--- config.mk ---
export PLATFORM = sky130hd
export DESIGN_NAME = mgmt_port_header_framer
export DESIGN_NICKNAME = d
export VERILOG_FILES = /design/src/logic/mgmt_hdr_pkg.sv /design/src/logic/fcs_engine.sv /design/src/logic/mgmt_port_header_framer.sv
export SDC_FILE = /design/constraint.sdc
export NUM_CORES = 1
export LEC_CHECK = 0
export ABC_AREA = 1
export ABC_CLOCK_PERIOD_IN_PS = 21500
export BUFFER_PORTS_ARGS = -buffer_cell sky130_fd_sc_hd__buf_2
export CORE_MARGIN = 2
export CORE_UTILIZATION = 40
export CTS_BUF_LIST = sky130_fd_sc_hd__clkbuf_4 sky130_fd_sc_hd__clkbuf_8
export CTS_CLUSTER_DIAMETER = 120
export DETAILED_ROUTE_END_ITERATION = 8
export PLACE_DENSITY_LB_ADDON = 0.2
export SYNTH_ARGS = -nofsm -noshare
export SYNTH_HDL_FRONTEND = slang
export SYNTH_SLANG_ARGS = --single-unit
--- constraint.sdc ---
create_clock -name MCLK -period 21.5 [get_ports MCLK]
set_input_delay 1.075 -clock MCLK [delete_from_list [all_inputs] [get_ports MCLK]]
set_output_delay 1.075 -clock MCLK [all_outputs]
set_load 0.005 [all_outputs]
--- src/logic/mgmt_hdr_pkg.sv ---
// Constants, register map and state codes shared by the management port header framer.
package mgmt_hdr_pkg;

   ////////////////////////////////////////////////////////////////////////////////////////////////////
   // Register byte offsets and control fields.
   localparam logic [7:0] ADDR_CTRL = 8'h00;
   localparam logic [7:0] ADDR_STATUS = 8'h04;
   localparam logic [7:0] ADDR_IHDR = 8'h08;
   localparam logic [7:0] ADDR_COUNT = 8'h0C;
   localparam int CTRL_FWD_BIT = 0;
   localparam int CTRL_DUAL_BIT = 1;
   localparam int CTRL_SPEED_LSB = 2;
   localparam int STAT_DUPLEX_BIT = 0;
   localparam int STAT_PAUSED_BIT = 1;
   localparam int STAT_SPEED_LSB = 2;
   localparam int STAT_BADPOL_BIT = 4;
   localparam logic [1:0] SPEED_10 = 2'h0;
   localparam logic [1:0] SPEED_100 = 2'h1;
   localparam logic [1:0] SPEED_1000 = 2'h2;
   localparam logic CTRL_FWD_RESET = 1'h1;
   localparam logic CTRL_DUAL_RESET = 1'h0;
   localparam logic [1:0] CTRL_SPEED_RESET = SPEED_1000;

   ////////////////////////////////////////////////////////////////////////////////////////////////////
   // Header layout.
   localparam logic [2:0] OPC_PLAIN = 3'h0;
   localparam logic [2:0] OPC_STAMP = 3'h1;
   localparam int MAC_ADDR_BYTES = 12;
   localparam int HDR_SHORT_BYTES = 4;
   localparam int HDR_LONG_BYTES = 8;
   localparam int EG_OPC_LSB = 29;
   localparam int EG_CLASS_LSB = 16;
   localparam int EG_CAUSE_LSB = 8;
   localparam int EG_TC_LSB = 5;
   localparam int EG_DIR_BIT = 37;
   localparam int EG_SPORT_LSB = 32;
   localparam int IN_TC_LSB = 26;
   localparam int IN_POL_LSB = 24;
   localparam int IN_TREQ_BIT = 23;
   localparam logic [7:0] NO_CLASS = 8'h00;
   localparam logic [1:0] POL_RESERVED = 2'h3;
   localparam logic [22:0] PORT_MASK_VALID = 23'h00013F;
   localparam logic [7:0] PAUSE_TYPE_HI = 8'h88;
   localparam int PAUSE_QUANTA_HI = 16;

   ////////////////////////////////////////////////////////////////////////////////////////////////////
   // Pause slot of 512 bit times, in cycles of the 10 ns clock (rounded up).
   localparam int CLK_NS = 10;
   localparam int SLOT_NS_1000 = 512;
   localparam int SLOT_NS_100 = 5120;
   localparam int SLOT_NS_10 = 51200;
   localparam int SLOT_CYC_1000 = (SLOT_NS_1000 + CLK_NS - 1) / CLK_NS;
   localparam int SLOT_CYC_100 = (SLOT_NS_100 + CLK_NS - 1) / CLK_NS;
   localparam int SLOT_CYC_10 = (SLOT_NS_10 + CLK_NS - 1) / CLK_NS;

   typedef enum logic [5:0] {
      ST_IDLE = 6'h01,
      ST_ADDR = 6'h02,
      ST_HDR = 6'h04,
      ST_BODY = 6'h08,
      ST_FCS = 6'h10,
      ST_DROP = 6'h20
   } eg_state_t;

endpackage : mgmt_hdr_pkg

--- src/logic/fcs_engine.sv ---
// Byte-wide Ethernet frame check sequence accumulator.
`timescale 1ns/100ps
module fcs_engine (
   // Clock and reset.
   input wire logic clk,
   input wire logic rst,
   // Byte feed.
   input wire logic init,
   input wire logic en,
   input wire logic [7:0] data,
   // Running remainder, reflected form.
   output logic [31:0] crc
);

   // One byte of the reflected polynomial division, bit by bit.
   function automatic logic [31:0] crc_byte(input logic [31:0] c, input logic [7:0] d);
      logic [31:0] r;
      r = c;
      for (int i = 0; i < 8; i++) begin
         if (r[0] ^ d[i]) begin
            r = (r >> 1) ^ 32'hEDB88320;
         end else begin
            r = r >> 1;
         end
      end
      return r;
   endfunction : crc_byte

   // Init wins over a byte so a new frame never inherits the old remainder.
   always_ff @(posedge clk or posedge rst) begin
      if (rst) begin
         crc <= 32'hFFFFFFFF;
      end else if (init) begin
         crc <= 32'hFFFFFFFF;
      end else if (en) begin
         crc <= crc_byte(crc, data);
      end
   end

endmodule : fcs_engine

--- src/logic/mgmt_port_header_framer.sv ---
// Management port framer: header insertion toward the CPU, header parsing from the host, APB registers.
//
// The APB slave port and the placing of the registers were decided locally.
`timescale 1ns/100ps
module mgmt_port_header_framer #(
   parameter int SLOT_CYC_10 = mgmt_hdr_pkg::SLOT_CYC_10
) (
   // Clock and reset.
   input wire logic MCLK,
   input wire logic SYS_RST,
   // APB register port.
   input wire logic PSEL,
   input wire logic PENABLE,
   input wire logic PWRITE,
   input wire logic [7:0] PADDR,
   input wire logic [31:0] PWDATA,
   output logic [31:0] PRDATA,
   output logic PREADY,
   output logic PSLVERR,
   // Frames from the switch toward the CPU, with sideband valid on the first byte.
   input wire logic E_IN_VALID,
   input wire logic [7:0] E_IN_DATA,
   input wire logic E_IN_LAST,
   output logic E_IN_READY,
   input wire logic E_IN_PAUSE,
   input wire logic E_IN_WAN,
   input wire logic E_IN_STAMP,
   input wire logic [7:0] E_IN_CLASS,
   input wire logic [5:0] E_IN_CAUSE,
   input wire logic [2:0] E_IN_TC,
   input wire logic [4:0] E_IN_PORT,
   input wire logic E_IN_DIR,
   input wire logic [31:0] E_IN_TIME,
   // Framed bytes toward the management MAC.
   output logic E_OUT_VALID,
   output logic [7:0] E_OUT_DATA,
   output logic E_OUT_LAST,
   output logic E_OUT_SEL,
   // Frames from the host (without FCS stripping).
   input wire logic I_IN_VALID,
   input wire logic [7:0] I_IN_DATA,
   input wire logic I_IN_LAST,
   // Host frames toward the switch with the header removed.
   output logic I_OUT_VALID,
   output logic [7:0] I_OUT_DATA,
   output logic I_OUT_LAST,
   // Decoded host header.
   output logic I_HDR_VALID,
   output logic I_LOOKUP,
   output logic [2:0] I_TC,
   output logic [1:0] I_TAG_POLICY,
   output logic I_TIME_REQ,
   output logic [22:0] I_PORT_MASK
);

   logic fwd_en;
   logic dual_en;
   logic [1:0] speed;
   logic bad_policy;
   logic [31:0] last_ihdr;
   logic [15:0] hdr_count;
   mgmt_hdr_pkg::eg_state_t state;
   mgmt_hdr_pkg::eg_state_t next_state;
   logic take;
   logic [3:0] cnt;
   logic [2:0] hcnt;
   logic long_hdr;
   logic [63:0] hdr;
   logic emit_valid;
   logic [7:0] emit_data;
   logic [31:0] crc;
   logic [5:0] icnt;
   logic ipause;
   logic [31:0] ihdr;
   logic [15:0] quanta;
   logic pause_active;
   logic [15:0] pause_left;
   logic [12:0] slot_cnt;

   ////////////////////////////////////////////////////////////////////////////////////////////////////
   // APB slave: one wait state, so PREADY and PRDATA both come from flops.
   always_ff @(posedge MCLK or posedge SYS_RST) begin
      if (SYS_RST) begin
         PREADY <= 1'b0;
         PSLVERR <= 1'b0;
         PRDATA <= 32'h00000000;
      end else begin
         PREADY <= PSEL && PENABLE && !PREADY;
         PSLVERR <= PSEL && PENABLE && !PREADY && !(PADDR inside {mgmt_hdr_pkg::ADDR_CTRL,
            mgmt_hdr_pkg::ADDR_STATUS, mgmt_hdr_pkg::ADDR_IHDR, mgmt_hdr_pkg::ADDR_COUNT});
         PRDATA <= 32'h00000000;
         if (PSEL && PENABLE && !PREADY && !PWRITE) begin
            case (PADDR)
               mgmt_hdr_pkg::ADDR_CTRL: PRDATA <= {28'h0, speed, dual_en, fwd_en};
               mgmt_hdr_pkg::ADDR_STATUS: PRDATA <= {27'h0, bad_policy, speed, pause_active, 1'b1};
               mgmt_hdr_pkg::ADDR_IHDR: PRDATA <= last_ihdr;
               mgmt_hdr_pkg::ADDR_COUNT: PRDATA <= {16'h0, hdr_count};
               default: PRDATA <= 32'h00000000;
            endcase
         end
      end
   end

   // Control writes take effect on the completing edge; a reserved speed code is ignored.
   always_ff @(posedge MCLK or posedge SYS_RST) begin
      if (SYS_RST) begin
         fwd_en <= mgmt_hdr_pkg::CTRL_FWD_RESET;
         dual_en <= mgmt_hdr_pkg::CTRL_DUAL_RESET;
         speed <= mgmt_hdr_pkg::CTRL_SPEED_RESET;
      end else if (PSEL && PENABLE && PREADY && PWRITE && PADDR == mgmt_hdr_pkg::ADDR_CTRL) begin
         fwd_en <= PWDATA[mgmt_hdr_pkg::CTRL_FWD_BIT];
         dual_en <= PWDATA[mgmt_hdr_pkg::CTRL_DUAL_BIT];
         if (PWDATA[mgmt_hdr_pkg::CTRL_SPEED_LSB +: 2] != 2'h3) begin
            speed <= PWDATA[mgmt_hdr_pkg::CTRL_SPEED_LSB +: 2];
         end
      end
   end

   ////////////////////////////////////////////////////////////////////////////////////////////////////
   // Egress sequencing: address bytes, inserted header, body, regenerated FCS.
   assign take = E_IN_VALID && E_IN_READY;

   always_comb begin
      next_state = state;
      case (state)
         mgmt_hdr_pkg::ST_IDLE: begin
            if (take) begin
               if (!fwd_en && !E_IN_CAUSE[0] && !E_IN_STAMP && !E_IN_PAUSE) begin
                  next_state = E_IN_LAST ? mgmt_hdr_pkg::ST_IDLE : mgmt_hdr_pkg::ST_DROP;
               end else if (E_IN_PAUSE) begin
                  next_state = E_IN_LAST ? mgmt_hdr_pkg::ST_FCS : mgmt_hdr_pkg::ST_BODY;
               end else begin
                  next_state = E_IN_LAST ? mgmt_hdr_pkg::ST_FCS : mgmt_hdr_pkg::ST_ADDR;
               end
            end
         end
         mgmt_hdr_pkg::ST_ADDR: begin
            if (take && E_IN_LAST) begin
               next_state = mgmt_hdr_pkg::ST_FCS;
            end else if (take && cnt == 4'(mgmt_hdr_pkg::MAC_ADDR_BYTES - 1)) begin
               next_state = mgmt_hdr_pkg::ST_HDR;
            end
         end
         mgmt_hdr_pkg::ST_HDR: begin
            if (hcnt == (long_hdr ? 3'(mgmt_hdr_pkg::HDR_LONG_BYTES - 1) : 3'(mgmt_hdr_pkg::HDR_SHORT_BYTES - 1))) begin
               next_state = mgmt_hdr_pkg::ST_BODY;
            end
         end
         mgmt_hdr_pkg::ST_BODY: begin
            if (take && E_IN_LAST) begin
               next_state = mgmt_hdr_pkg::ST_FCS;
            end
         end
         mgmt_hdr_pkg::ST_FCS: begin
            if (hcnt == 3'h3) begin
               next_state = mgmt_hdr_pkg::ST_IDLE;
            end
         end
         mgmt_hdr_pkg::ST_DROP: begin
            if (take && E_IN_LAST) begin
               next_state = mgmt_hdr_pkg::ST_IDLE;
            end
         end
         default: next_state = mgmt_hdr_pkg::ST_IDLE;
      endcase
   end

   // Ready depends only on the coming state and the pause flag, so it can be a flop; a pause holds off new frames only.
   always_ff @(posedge MCLK or posedge SYS_RST) begin
      if (SYS_RST) begin
         state <= mgmt_hdr_pkg::ST_IDLE;
         E_IN_READY <= 1'b0;
      end else begin
         state <= next_state;
         E_IN_READY <= (next_state == mgmt_hdr_pkg::ST_IDLE && !pause_active) ||
            next_state inside {mgmt_hdr_pkg::ST_ADDR, mgmt_hdr_pkg::ST_BODY, mgmt_hdr_pkg::ST_DROP};
      end
   end

   // Byte counters: cnt walks the address bytes, hcnt the header and FCS bytes.
   always_ff @(posedge MCLK or posedge SYS_RST) begin
      if (SYS_RST) begin
         cnt <= 4'h0;
         hcnt <= 3'h0;
      end else begin
         if (state == mgmt_hdr_pkg::ST_IDLE) begin
            cnt <= 4'h1;
         end else if (take && state == mgmt_hdr_pkg::ST_ADDR) begin
            cnt <= cnt + 4'h1;
         end
         if (state != next_state) begin
            hcnt <= 3'h0;
         end else if (state inside {mgmt_hdr_pkg::ST_HDR, mgmt_hdr_pkg::ST_FCS}) begin
            hcnt <= hcnt + 3'h1;
         end
      end
   end

   // Header image, captured with the first byte; a short header sits in the upper word.
   always_ff @(posedge MCLK or posedge SYS_RST) begin
      if (SYS_RST) begin
         hdr <= 64'h0;
         long_hdr <= 1'b0;
         E_OUT_SEL <= 1'b0;
      end else if (take && state == mgmt_hdr_pkg::ST_IDLE) begin
         long_hdr <= E_IN_STAMP;
         E_OUT_SEL <= dual_en && E_IN_WAN;
         if (E_IN_STAMP) begin
            hdr <= 64'h0;
            hdr[mgmt_hdr_pkg::EG_OPC_LSB + 32 +: 3] <= mgmt_hdr_pkg::OPC_STAMP;
            hdr[mgmt_hdr_pkg::EG_DIR_BIT] <= E_IN_DIR;
            hdr[mgmt_hdr_pkg::EG_SPORT_LSB +: 5] <= E_IN_PORT;
            hdr[31:0] <= E_IN_TIME;
         end else begin
            hdr <= 64'h0;
            hdr[mgmt_hdr_pkg::EG_OPC_LSB + 32 +: 3] <= mgmt_hdr_pkg::OPC_PLAIN;
            hdr[mgmt_hdr_pkg::EG_CLASS_LSB + 32 +: 8] <= E_IN_CLASS;
            hdr[mgmt_hdr_pkg::EG_CAUSE_LSB + 32 +: 8] <= {2'h0, E_IN_CAUSE};
            hdr[mgmt_hdr_pkg::EG_TC_LSB + 32 +: 3] <= E_IN_TC;
            hdr[32 +: 5] <= E_IN_PORT;
         end
      end
   end

   // Byte to emit this cycle; header octets go most significant first, the MAC sends each LSB first.
   always_comb begin
      emit_valid = 1'b0;
      emit_data = 8'h00;
      case (state)
         mgmt_hdr_pkg::ST_IDLE, mgmt_hdr_pkg::ST_ADDR, mgmt_hdr_pkg::ST_BODY: begin
            emit_valid = take && !(state == mgmt_hdr_pkg::ST_IDLE && next_state inside
               {mgmt_hdr_pkg::ST_DROP, mgmt_hdr_pkg::ST_IDLE});
            emit_data = E_IN_DATA;
         end
         mgmt_hdr_pkg::ST_HDR: begin
            emit_valid = 1'b1;
            emit_data = hdr[63 - 8 * hcnt -: 8];
         end
         default: begin
            emit_valid = 1'b0;
            emit_data = 8'h00;
         end
      endcase
   end

   fcs_engine u_fcs (
      .clk(MCLK),
      .rst(SYS_RST),
      // Also cleared on the last FCS byte, so a frame taken straight after it starts from a clean remainder.
      .init((state == mgmt_hdr_pkg::ST_IDLE && !take) || (state == mgmt_hdr_pkg::ST_FCS && hcnt == 3'h3)),
      .en(emit_valid),
      .data(emit_data),
      .crc(crc)
   );

   // Output stage; the FCS covers every emitted byte, header included.
   always_ff @(posedge MCLK or posedge SYS_RST) begin
      if (SYS_RST) begin
         E_OUT_VALID <= 1'b0;
         E_OUT_DATA <= 8'h00;
         E_OUT_LAST <= 1'b0;
      end else if (state == mgmt_hdr_pkg::ST_FCS) begin
         E_OUT_VALID <= 1'b1;
         E_OUT_DATA <= ~crc[8 * hcnt[1:0] +: 8];
         E_OUT_LAST <= hcnt == 3'h3;
      end else begin
         E_OUT_VALID <= emit_valid;
         E_OUT_DATA <= emit_data;
         E_OUT_LAST <= 1'b0;
      end
   end

   ////////////////////////////////////////////////////////////////////////////////////////////////////
   // Ingress: strip the four header bytes after the addresses unless the frame is a PAUSE frame.
   // A valid host header never opens with the PAUSE type octet, since opcode 100 is undefined.
   always_ff @(posedge MCLK or posedge SYS_RST) begin
      if (SYS_RST) begin
         icnt <= 6'h0;
         ipause <= 1'b0;
         ihdr <= 32'h0;
         quanta <= 16'h0;
         I_OUT_VALID <= 1'b0;
         I_OUT_DATA <= 8'h00;
         I_OUT_LAST <= 1'b0;
      end else begin
         I_OUT_VALID <= 1'b0;
         I_OUT_LAST <= 1'b0;
         if (I_IN_VALID) begin
            icnt <= I_IN_LAST ? 6'h0 : (icnt == 6'h3F ? icnt : icnt + 6'h1);
            if (icnt == 6'(mgmt_hdr_pkg::MAC_ADDR_BYTES)) begin
               ipause <= I_IN_DATA == mgmt_hdr_pkg::PAUSE_TYPE_HI;
            end
            if (icnt >= 6'(mgmt_hdr_pkg::MAC_ADDR_BYTES) && icnt < 6'(mgmt_hdr_pkg::MAC_ADDR_BYTES + 4)) begin
               ihdr <= {ihdr[23:0], I_IN_DATA};
            end
            if (ipause && icnt[5:1] == 5'(mgmt_hdr_pkg::PAUSE_QUANTA_HI / 2)) begin
               quanta <= {quanta[7:0], I_IN_DATA};
            end
            I_OUT_VALID <= !(icnt >= 6'(mgmt_hdr_pkg::MAC_ADDR_BYTES) && icnt < 6'(mgmt_hdr_pkg::MAC_ADDR_BYTES + 4) &&
               !(icnt == 6'(mgmt_hdr_pkg::MAC_ADDR_BYTES) ? I_IN_DATA == mgmt_hdr_pkg::PAUSE_TYPE_HI : ipause));
            I_OUT_DATA <= I_IN_DATA;
            I_OUT_LAST <= I_IN_LAST;
         end
      end
   end

   // Decoded header, presented for one cycle after its last octet arrives.
   always_ff @(posedge MCLK or posedge SYS_RST) begin
      if (SYS_RST) begin
         I_HDR_VALID <= 1'b0;
         I_LOOKUP <= 1'b0;
         I_TC <= 3'h0;
         I_TAG_POLICY <= 2'h0;
         I_TIME_REQ <= 1'b0;
         I_PORT_MASK <= 23'h0;
         last_ihdr <= 32'h0;
         hdr_count <= 16'h0;
         bad_policy <= 1'b0;
      end else begin
         I_HDR_VALID <= 1'b0;
         if (I_IN_VALID && !ipause && icnt == 6'(mgmt_hdr_pkg::MAC_ADDR_BYTES + 3)) begin
            I_HDR_VALID <= 1'b1;
            I_LOOKUP <= ihdr[23 -: 3] == mgmt_hdr_pkg::OPC_PLAIN;
            I_TC <= ihdr[mgmt_hdr_pkg::IN_TC_LSB - 8 +: 3];
            I_TAG_POLICY <= ihdr[mgmt_hdr_pkg::IN_POL_LSB - 8 +: 2] == mgmt_hdr_pkg::POL_RESERVED ? 2'h0 :
               ihdr[mgmt_hdr_pkg::IN_POL_LSB - 8 +: 2];
            bad_policy <= bad_policy || ihdr[mgmt_hdr_pkg::IN_POL_LSB - 8 +: 2] == mgmt_hdr_pkg::POL_RESERVED;
            I_TIME_REQ <= ihdr[23 -: 3] == mgmt_hdr_pkg::OPC_STAMP && ihdr[mgmt_hdr_pkg::IN_TREQ_BIT - 8];
            I_PORT_MASK <= ihdr[23 -: 3] == mgmt_hdr_pkg::OPC_STAMP ?
               {ihdr[14:0], I_IN_DATA} & mgmt_hdr_pkg::PORT_MASK_VALID : 23'h0;
            last_ihdr <= {ihdr[23:0], I_IN_DATA};
            hdr_count <= hdr_count + 16'h1;
         end
      end
   end

   ////////////////////////////////////////////////////////////////////////////////////////////////////
   // Pause timer: quanta of 512 bit times at the programmed rate; a new PAUSE frame reloads it.
   always_ff @(posedge MCLK or posedge SYS_RST) begin
      if (SYS_RST) begin
         pause_left <= 16'h0;
         slot_cnt <= 13'h0;
      end else if (I_IN_VALID && I_IN_LAST && ipause) begin
         pause_left <= quanta;
         slot_cnt <= 13'h0;
      end else if (pause_left != 16'h0) begin
         if (slot_cnt == (speed == mgmt_hdr_pkg::SPEED_1000 ? 13'(mgmt_hdr_pkg::SLOT_CYC_1000 - 1) :
               speed == mgmt_hdr_pkg::SPEED_100 ? 13'(mgmt_hdr_pkg::SLOT_CYC_100 - 1) : 13'(SLOT_CYC_10 - 1))) begin
            slot_cnt <= 13'h0;
            pause_left <= pause_left - 16'h1;
         end else begin
            slot_cnt <= slot_cnt + 13'h1;
         end
      end
   end
   assign pause_active = pause_left != 16'h0;
endmodule : mgmt_port_header_framer

==> results of run 1 <==
-- registers in the layout, indices dropped and copies added, names as in the netlist, 3 cells and up --
name         cells
icnt             6
hdr_count       16
state            6
ihdr            24
I_PORT_MASK      7
E_OUT_DATA       8
u_fcs.crc       32
hdr             55
cnt              4
I_OUT_DATA       8
pause_left      16
slot_cnt        13
quanta          16
last_ihdr       30
PRDATA          32
hcnt             3
-- placed cells by master, fill, tap and decap left out, types with 4 or more instances in the layout --
cell type / instances
dfstp_2: 35
nand3_2: 5
o211ai_1: 11
buf_4: 9
xor2_1: 42
o21ai_1: 30
ha_1: 9
clkbuf_4: 21
conb_1: 16
xnor2_1: 6
inv_1: 201
dfrtp_1: 262
o221ai_1: 4
nand4_1: 13
a21oi_1: 65
nand3_1: 154
inv_2: 7
nor4_1: 7
o21ai_0: 175
a211oi_1: 4
nand2_1: 484
a31oi_1: 12
nor2_1: 98
mux2_2: 4
clkinv_2: 4
clkbuf_8: 64
nand2_2: 24
a31o_2: 9
buf_2: 165
nor3_1: 29
-- metrics by stage --
step | hold WS [ns] | instances | setup slack [ns]
finish | 0.468 | 2494 | 17.70
global route | 0.482 | 2492 | 17.40
CTS | 0.472 | 2491 | 17.72
detailed placement | 0.459 | 2398 | 17.10
global placement | 0.457 | 2398 | 17.16
floorplan | 0.442 | 1843 | 12.28
-- layer usage --
| metal | global-route usage [%] | vias up | part of all wire (%) |
|---|---|---|---|
| met1 | 27.3 | 6045 | 44 |
| met4 | 6.66 | 4 | 2.5 |
| met3 | 5.00 | 75 | 6.0 |
| met5 | 0 | - | 0.067 |
| met2 | 35.5 | 294 | 48 |
| li1 | - | 6236 | - |
-- critical path: cells and delay by family (launching register included) --
family / cells / cell delay, ns
compound gates: 1 / 0.16
fa+ha+maj: 1 / 0.31
buf+inv: 3 / 1.47
flops: 1 / 0.72
simple gates: 4 / 1.09
-- final timing paths --
check,endpoint,slack (ns),cells past startpoint
worst max-delay path,u_fcs.crc[27],17.70,9
worst min-delay path,hdr_count[15],0.47,1
worst max register to register,u_fcs.crc[27],17.70,9
worst min register to register,hdr_count[15],0.47,1
max in group asynchronous,icnt[2],19.41,3
min in group asynchronous,hdr[13],0.62,2
-- final cells by class --
| cell class | count | area (um2) | share of cell area (%) |
|---|---|---|---|
| Sequential cell | 297 | 7480 | 43.8 |
| Multi-Input combinational cell | 1246 | 6170 | 36.1 |
| Clock buffer | 85 | 1040 | 6.08 |
| Timing Repair Buffer | 175 | 913 | 5.35 |
| Inverter | 212 | 806 | 4.72 |
| Tap cell | 468 | 586 | 3.43 |
| Clock inverter | 8 | 82.6 | 0.483 |
| Antenna cell | 3 | 7.51 | 0.0439 |
-- power by group through the flow --
stage / combinational, W / clock, W / sequential (W)
2_1_floorplan: 0.000161 / 0 / 0.000635
3_3_place_gp: 0.000206 / 0 / 0.000642
3_5_place_dp: 0.000212 / 0 / 0.000643
4_1_cts: 0.000213 / 0.000572 / 0.000634
5_1_grt: 0.000243 / 0.000597 / 0.000639
6_report: 0.000213 / 0.000556 / 0.000635
-- cells by family after synthesis --
logic type / after synthesis
xor+xnor: 50
simple gates: 839
other cells: 1
mux: 4
buf+inv: 300
flops: 297
compound gates: 328
fa+ha+maj: 9
==> metrics.md, run 1 <==
| Metric | Value |
|---|---|
| Crit Path Max Fanout | `45` |
| Site Rows | `70` |
| Tot GR Track Use | `21.2%` |
| Largest net degree at the start of global routing | `187` |
| Max-Cap Viols | `0` |
| Starting Density | `40.6%` |
| Commonest cells in the netlist | `nand2_1 (484), dfrtp_1 (262), inv_1 (202)` |
| Overall Power | `0.00140 W` |
| EDFF count, synth | `0` |
| Launching point of the worst reg2reg path | `hcnt[2]` |
| Pre-antenna DRT Iters | `6` |
| Crit path largest cell delay | `0.76 ns` |
| P&R area growth vs syn | `15.0%` |
| CP cell instances | `inv_1 > ha_1 > nand2_1 > nand2_1 > inv_1 > nand3_4 > inv_4 > o21bai_1 > nand2_1` |
| Clk pwr share | `39.6%` |
| Synth Area in XOR/XNOR | `3.05%` |
| Proportion of layout cells with a drive suffix above 1 | `18.6%` |
| I/O pin cnt | `210` |
| H-tree depth | `2` |
| Mapped Cells | `1,828` |
| Die Area | `38,700 um2` |
| CTS sink count | `297` |
| Most numerous cell in the Yosys netlist | `nand2_1` |
| Fillers | `3,598` |
| CTS Root Buffer Type | `clkbuf_8` |
| Gp weighted congestion | `0.843` |
| Peak Freq | `263 MHz` |
| Synth unique cells | `64` |
| Post-layout instance area | `17,100 um2` |
| Critical path class | `flip-flop to flip-flop` |
| Critical Path Start | `hcnt[2]` |
| Main combinational cell family by area after synthesis | `simple AND/OR/NAND/NOR gates` |
| Worst Clk Skew | `0.0460 ns` |
| FF+latch count, synth | `297` |
| Yosys top cell by area | `dfrtp_1` |
| Congestion Overflow GR | `0` |
| Hold Crit Class | `flip-flop to flip-flop` |
| Seq pwr share | `45.2%` |
| Post-detail-place hpwl | `26,900 um` |
| Most repeated library cell on the critical path | `nand2_1` |
| DRC viols | `0` |
| RSZ-0062 raised after global routing | `false` |
| Crit end category | `flip-flop` |
| CTS max path bufs | `3` |
| Post-Syn Area | `14,800 um2` |
| Final core utilization | `46.7%` |
| Nets@finish | `2,117` |
| Min Tclk post-route | `3.80 ns` |
| Final Hold Fails | `0` |
| First-pass GRT wire length | `65,200 um` |
| Status | `complete, no violations` |
| Post-Synth Adder-Cell Area | `0.758%` |
| Most used DFF post-synth | `dfrtp_1` |
| CP arrival | `4.37 ns` |
| Placed Area | `16,000 um2` |
| Vias/cell | `5.07` |
| Fin Setup TNS | `0 ns` |
| Clk slew on worst S/H paths | `0.06 ns` |
| DR WL/cell | `16.2 um` |
| Vias in the first global route | `12,500` |
| Die W | `197 um` |
| Worst Tran Pin Value | `1.02 ns` |
| Die Y | `197 um` |
| Slew Limit Fails | `0` |
| CTS Hold Bufs | `0` |
| Post-synth ARST share | `100%` |
| Worst EP required | `22.06 ns` |
| Synth Area in Compound Gates | `12.1%` |
| First-iteration detailed-routing DRC count | `731` |
| Pleak | `8.66 nW` |
| Clk_lat worst skew | `0.64 ns` |
| Number of setup violations in the final report | `0` |
| Int Power | `0.000992 W` |
| # Post-CTS Setup Buffers | `0` |
| Port Buf Inserts | `165` |
| Worst VDD drop | `0.0416 mV` |
| CTS tree | `done` |
| Antenna-violating nets left | `0` |
| Seq/Total Area, Yosys | `50.3%` |
| Final Cycle Share | `17.7%` |
| Crit start category | `flip-flop` |
| Top cells by area, synth | `dfrtp_1 (44%), nand2_1 (12%), dfstp_2 (6.2%), o21ai_0 (5.9%), nand3_1 (5.2%)` |
| Slew headroom | `31.2%` |
| Psw | `0.000411 W` |
| Total core area | `36,600 um2` |
| Vias | `12,700` |
| Mean Syn Cell Area | `8.12 um2` |
| Initial antenna violation count | `3` |
| # resized after CTS | `0` |
| Post-synth top area share | `44.2%` |
| Hold Crit Start | `hdr_count[15]` |
| Slowest-stage cell, CP | `inv_1` |
| Switching Fraction | `29.3%` |
| Synth Area in Simple Gates | `24.9%` |
| Mux contribution to synthesized area | `0.303%` |
| Final WL | `40,300 um` |
| Yosys warnings | `0` |
| Num CTS Buffers | `53` |
| Logic pwr share | `15.2%` |
| Pwr Density | `82.1 nW/um2` |
(Power assumes the default switching activity.)
==> run 2: changes to the inputs <==
--- a/config.mk
+++ b/config.mk
@@ -6,7 +6,7 @@
 export NUM_CORES = 1
 export LEC_CHECK = 0
 export ABC_AREA = 1
-export ABC_CLOCK_PERIOD_IN_PS = 21500
+export ABC_CLOCK_PERIOD_IN_PS = 3200
 export BUFFER_PORTS_ARGS = -buffer_cell sky130_fd_sc_hd__buf_2
 export CORE_MARGIN = 2
 export CORE_UTILIZATION = 40
==> constraint.sdc (replaced) <==
create_clock -name MCLK -period 3.2 [get_ports MCLK]
set_input_delay 0.16 -clock MCLK [delete_from_list [all_inputs] [get_ports MCLK]]
set_output_delay 0.16 -clock MCLK [all_outputs]
set_load 0.005 [all_outputs]
==> run 2 against run 1 <==
  * Register-to-register slack lost 17 ns
  * Highest routed layer is now met4
  * Power grew to 6.9 times the previous value
  * Clock power grew to 6.9 times the previous value
  * Core utilization grew 3.2 points
  * Fmax grew 39%
  * Largest cell class unchanged
  * Combinational power grew to 7.2 times the previous value
  * Final cell count grew 4.6%
  * Via count grew 4.2%
==> metrics.md, run 2 (same netlist as run 1, synthesis figures left out) <==
| Metric | Value |
|---|---|
| Status | `complete, no violations` |
| Die Y | `197 um (unchanged)` |
| Pre-antenna DRT Iters | `7 (+1)` |
| Crit start category | `flip-flop` |
| Final WL | `41,800 um (+3.7%)` |
| CTS sink count | `297 (unchanged)` |
| RSZ-0062 raised after global routing | `false` |
| Ant. Diodes | `0 (-3)` |
| Starting Density | `40.6% (unchanged)` |
| Number of setup violations in the final report | `0 (unchanged)` |
| Max-Cap Viols | `0 (unchanged)` |
| Clk_lat worst skew | `0.65 ns (about the same)` |
| Crit Path Max Fanout | `28 (-38%)` |
| Final Hold Fails | `0 (unchanged)` |
| Antenna-violating nets left | `0 (unchanged)` |
| Vias/cell | `5.05 (-0.40%)` |
| Port Buf Inserts | `165 (unchanged)` |
| Worst VDD drop | `0.322 mV (+670%)` |
| Tot GR Track Use | `22.1% (+0.88 points)` |
| Initial antenna violation count | `0 (-3)` |
| CTS tree | `done` |
| Worst Tran Pin Value | `0.619 ns (-0.404 ns)` |
| Post-detail-place hpwl | `28,300 um (+5.0%)` |
| H-tree depth | `2 (unchanged)` |
| Largest regs | `hdr (55), PRDATA (32), u_fcs.crc (32)` |
| Vias | `13,200 (+4.2%)` |
| Proportion of layout cells with a drive suffix above 1 | `18.8% (+0.19 points)` |
| Final Cycle Share | `85.5% (+68 points)` |
| Die Area | `38,700 um2 (unchanged)` |
| Most flops, register | `hdr` |
| Slew headroom | `58.8% (+28 points)` |
| Worst Clk Skew | `0.0496 ns (+0.00358 ns)` |
| I/O pin cnt | `210 (unchanged)` |
| CP arrival | `3.29 ns (-1.08 ns)` |
| Fin Setup TNS | `0 ns (unchanged)` |
| Nets@finish | `2,230 (+5.3%)` |
| Max FFs per register | `55 (unchanged)` |
| Crit end category | `flip-flop` |
| Num CTS Buffers | `53 (unchanged)` |
| Gp weighted congestion | `0.869 (+3.1%)` |
| # placed instances | `2,419 (+0.88%)` |
| First-iteration detailed-routing DRC count | `759 (+3.8%)` |
| Largest net degree at the start of global routing | `66 (-65%)` |
| CTS max path bufs | `3 (unchanged)` |
| Critical path class | `flip-flop to flip-flop` |
| First-pass GRT wire length | `68,000 um (+4.2%)` |
| Vias in the first global route | `13,100 (+5.2%)` |
| Final core utilization | `49.9% (+3.2 points)` |
| Congestion Overflow GR | `0 (unchanged)` |
| Fillers | `3,563 (-0.97%)` |
| Total core area | `36,600 um2 (unchanged)` |
| DR WL/cell | `16.0 um (-0.84%)` |
| Clk slew on worst S/H paths | `0.07 ns (about the same)` |
| Pleak | `9.19 nW (+6.1%)` |
| Hold Crit Class | `input pin to flip-flop` |
| Die W | `197 um (unchanged)` |
| P&R area growth vs syn | `23.0%` |
| Min Hold Slack | `0.0485 ns (-0.420 ns)` |
| Non-filler cells, final | `2,609 (+4.6%)` |
| Min Tclk post-route | `2.74 ns (-1.06 ns)` |
| DRC viols | `0 (unchanged)` |
| Worst EP required | `3.76 ns (-18.30 ns)` |
| Peak Freq | `365 MHz (+39%)` |
| Commonest non-fill, non-tap cell in the layout | `nand2_1` |
| Commonest non-fill, non-tap cells in the layout | `nand2_1 (484), dfrtp_1 (262), inv_1 (201)` |
| CTS Root Buffer Type | `clkbuf_8` |
| Site Rows | `70 (unchanged)` |
| Pwr Density | `528 nW/um2 (+540%)` |
| Slew Limit Fails | `0 (unchanged)` |
## run 2: cell types whose count changed in the layout (fill, tap and decap cells not counted), sizes merged
cell and delta:
buf +21, clkinvlp +1, bufinv -1, dlygate4sd3 +92, clkbuf +5, diode -3
## run 2: timing repair
item,4_1_cts,5_1_grt
hold buffers,92,0
endpoints found under the hold margin,310,0
setup buffers,0,0
gates resized for setup,0,0
## run 2: final timing paths
check                                end          start  slack, ns  cells after the start
hold reg to reg            hdr_count[15]  hdr_count[15]       0.47                      1
max in group asynchronous        icnt[2]        SYS_RST       2.15                      5
hold / removal                   dual_en         PWRITE       0.05                      6
setup / recovery           pause_left[4]       speed[1]       0.46                      8
setup reg to reg           pause_left[4]       speed[1]       0.46                      8
min in group asynchronous        hdr[52]        SYS_RST       0.12                      3
## run 2: critical path: stages, from the launching register on
cell,delay [ns]
dfstp_2,0.56
ha_1,0.33
xor2_1,0.20
nand3b_1,0.12
or4_1,0.56
a21oi_2,0.41
buf_12,0.23
o311ai_0,0.13
o21ai_0,0.10
## run 2: final cells by class
cell class / instances / area, um2 / share of cell area [%]
Clock buffer: 90 / 1110 / 6.06
Clock inverter: 8 / 60.1 / 0.329
Inverter: 212 / 802 / 4.39
Multi-Input combinational cell: 1246 / 6170 / 33.8
Sequential cell: 297 / 7480 / 40.9
Tap cell: 468 / 586 / 3.21
Timing Repair Buffer: 288 / 2050 / 11.3
## run 2: per-layer routing
| metal | GRT usage (%) | share of wire [%] | vias up |
|---|---|---|---|
| met2 | 37.1 | 48 | 351 |
| met5 | 0 | 0 | - |
| met4 | 7.44 | 2.6 | 0 |
| met3 | 4.18 | 5.5 | 66 |
| li1 | - | - | 6451 |
| met1 | 28.8 | 44 | 6317 |
## run 2: report_power, final
part | switching [W] | internal (W)
sequential | 0.000209 | 0.00405
combinational | 0.000963 | 0.000574
clock | 0.00166 | 0.00218
## run 2: per-stage QoR
| stage | setup WS (ns) | power [W] | cell area, um2 |
|---|---|---|---|
| after floorplan | -0.877 | 0.00535 | 14900 |
| after global routing | 0.204 | 0.0102 | 18300 |
| after detailed placement | 0.498 | 0.00576 | 16200 |
| after global placement | 0.628 | 0.00572 | 16200 |
| after CTS | 0.490 | 0.00974 | 18300 |
| final | 0.463 | 0.00964 | 18300 |
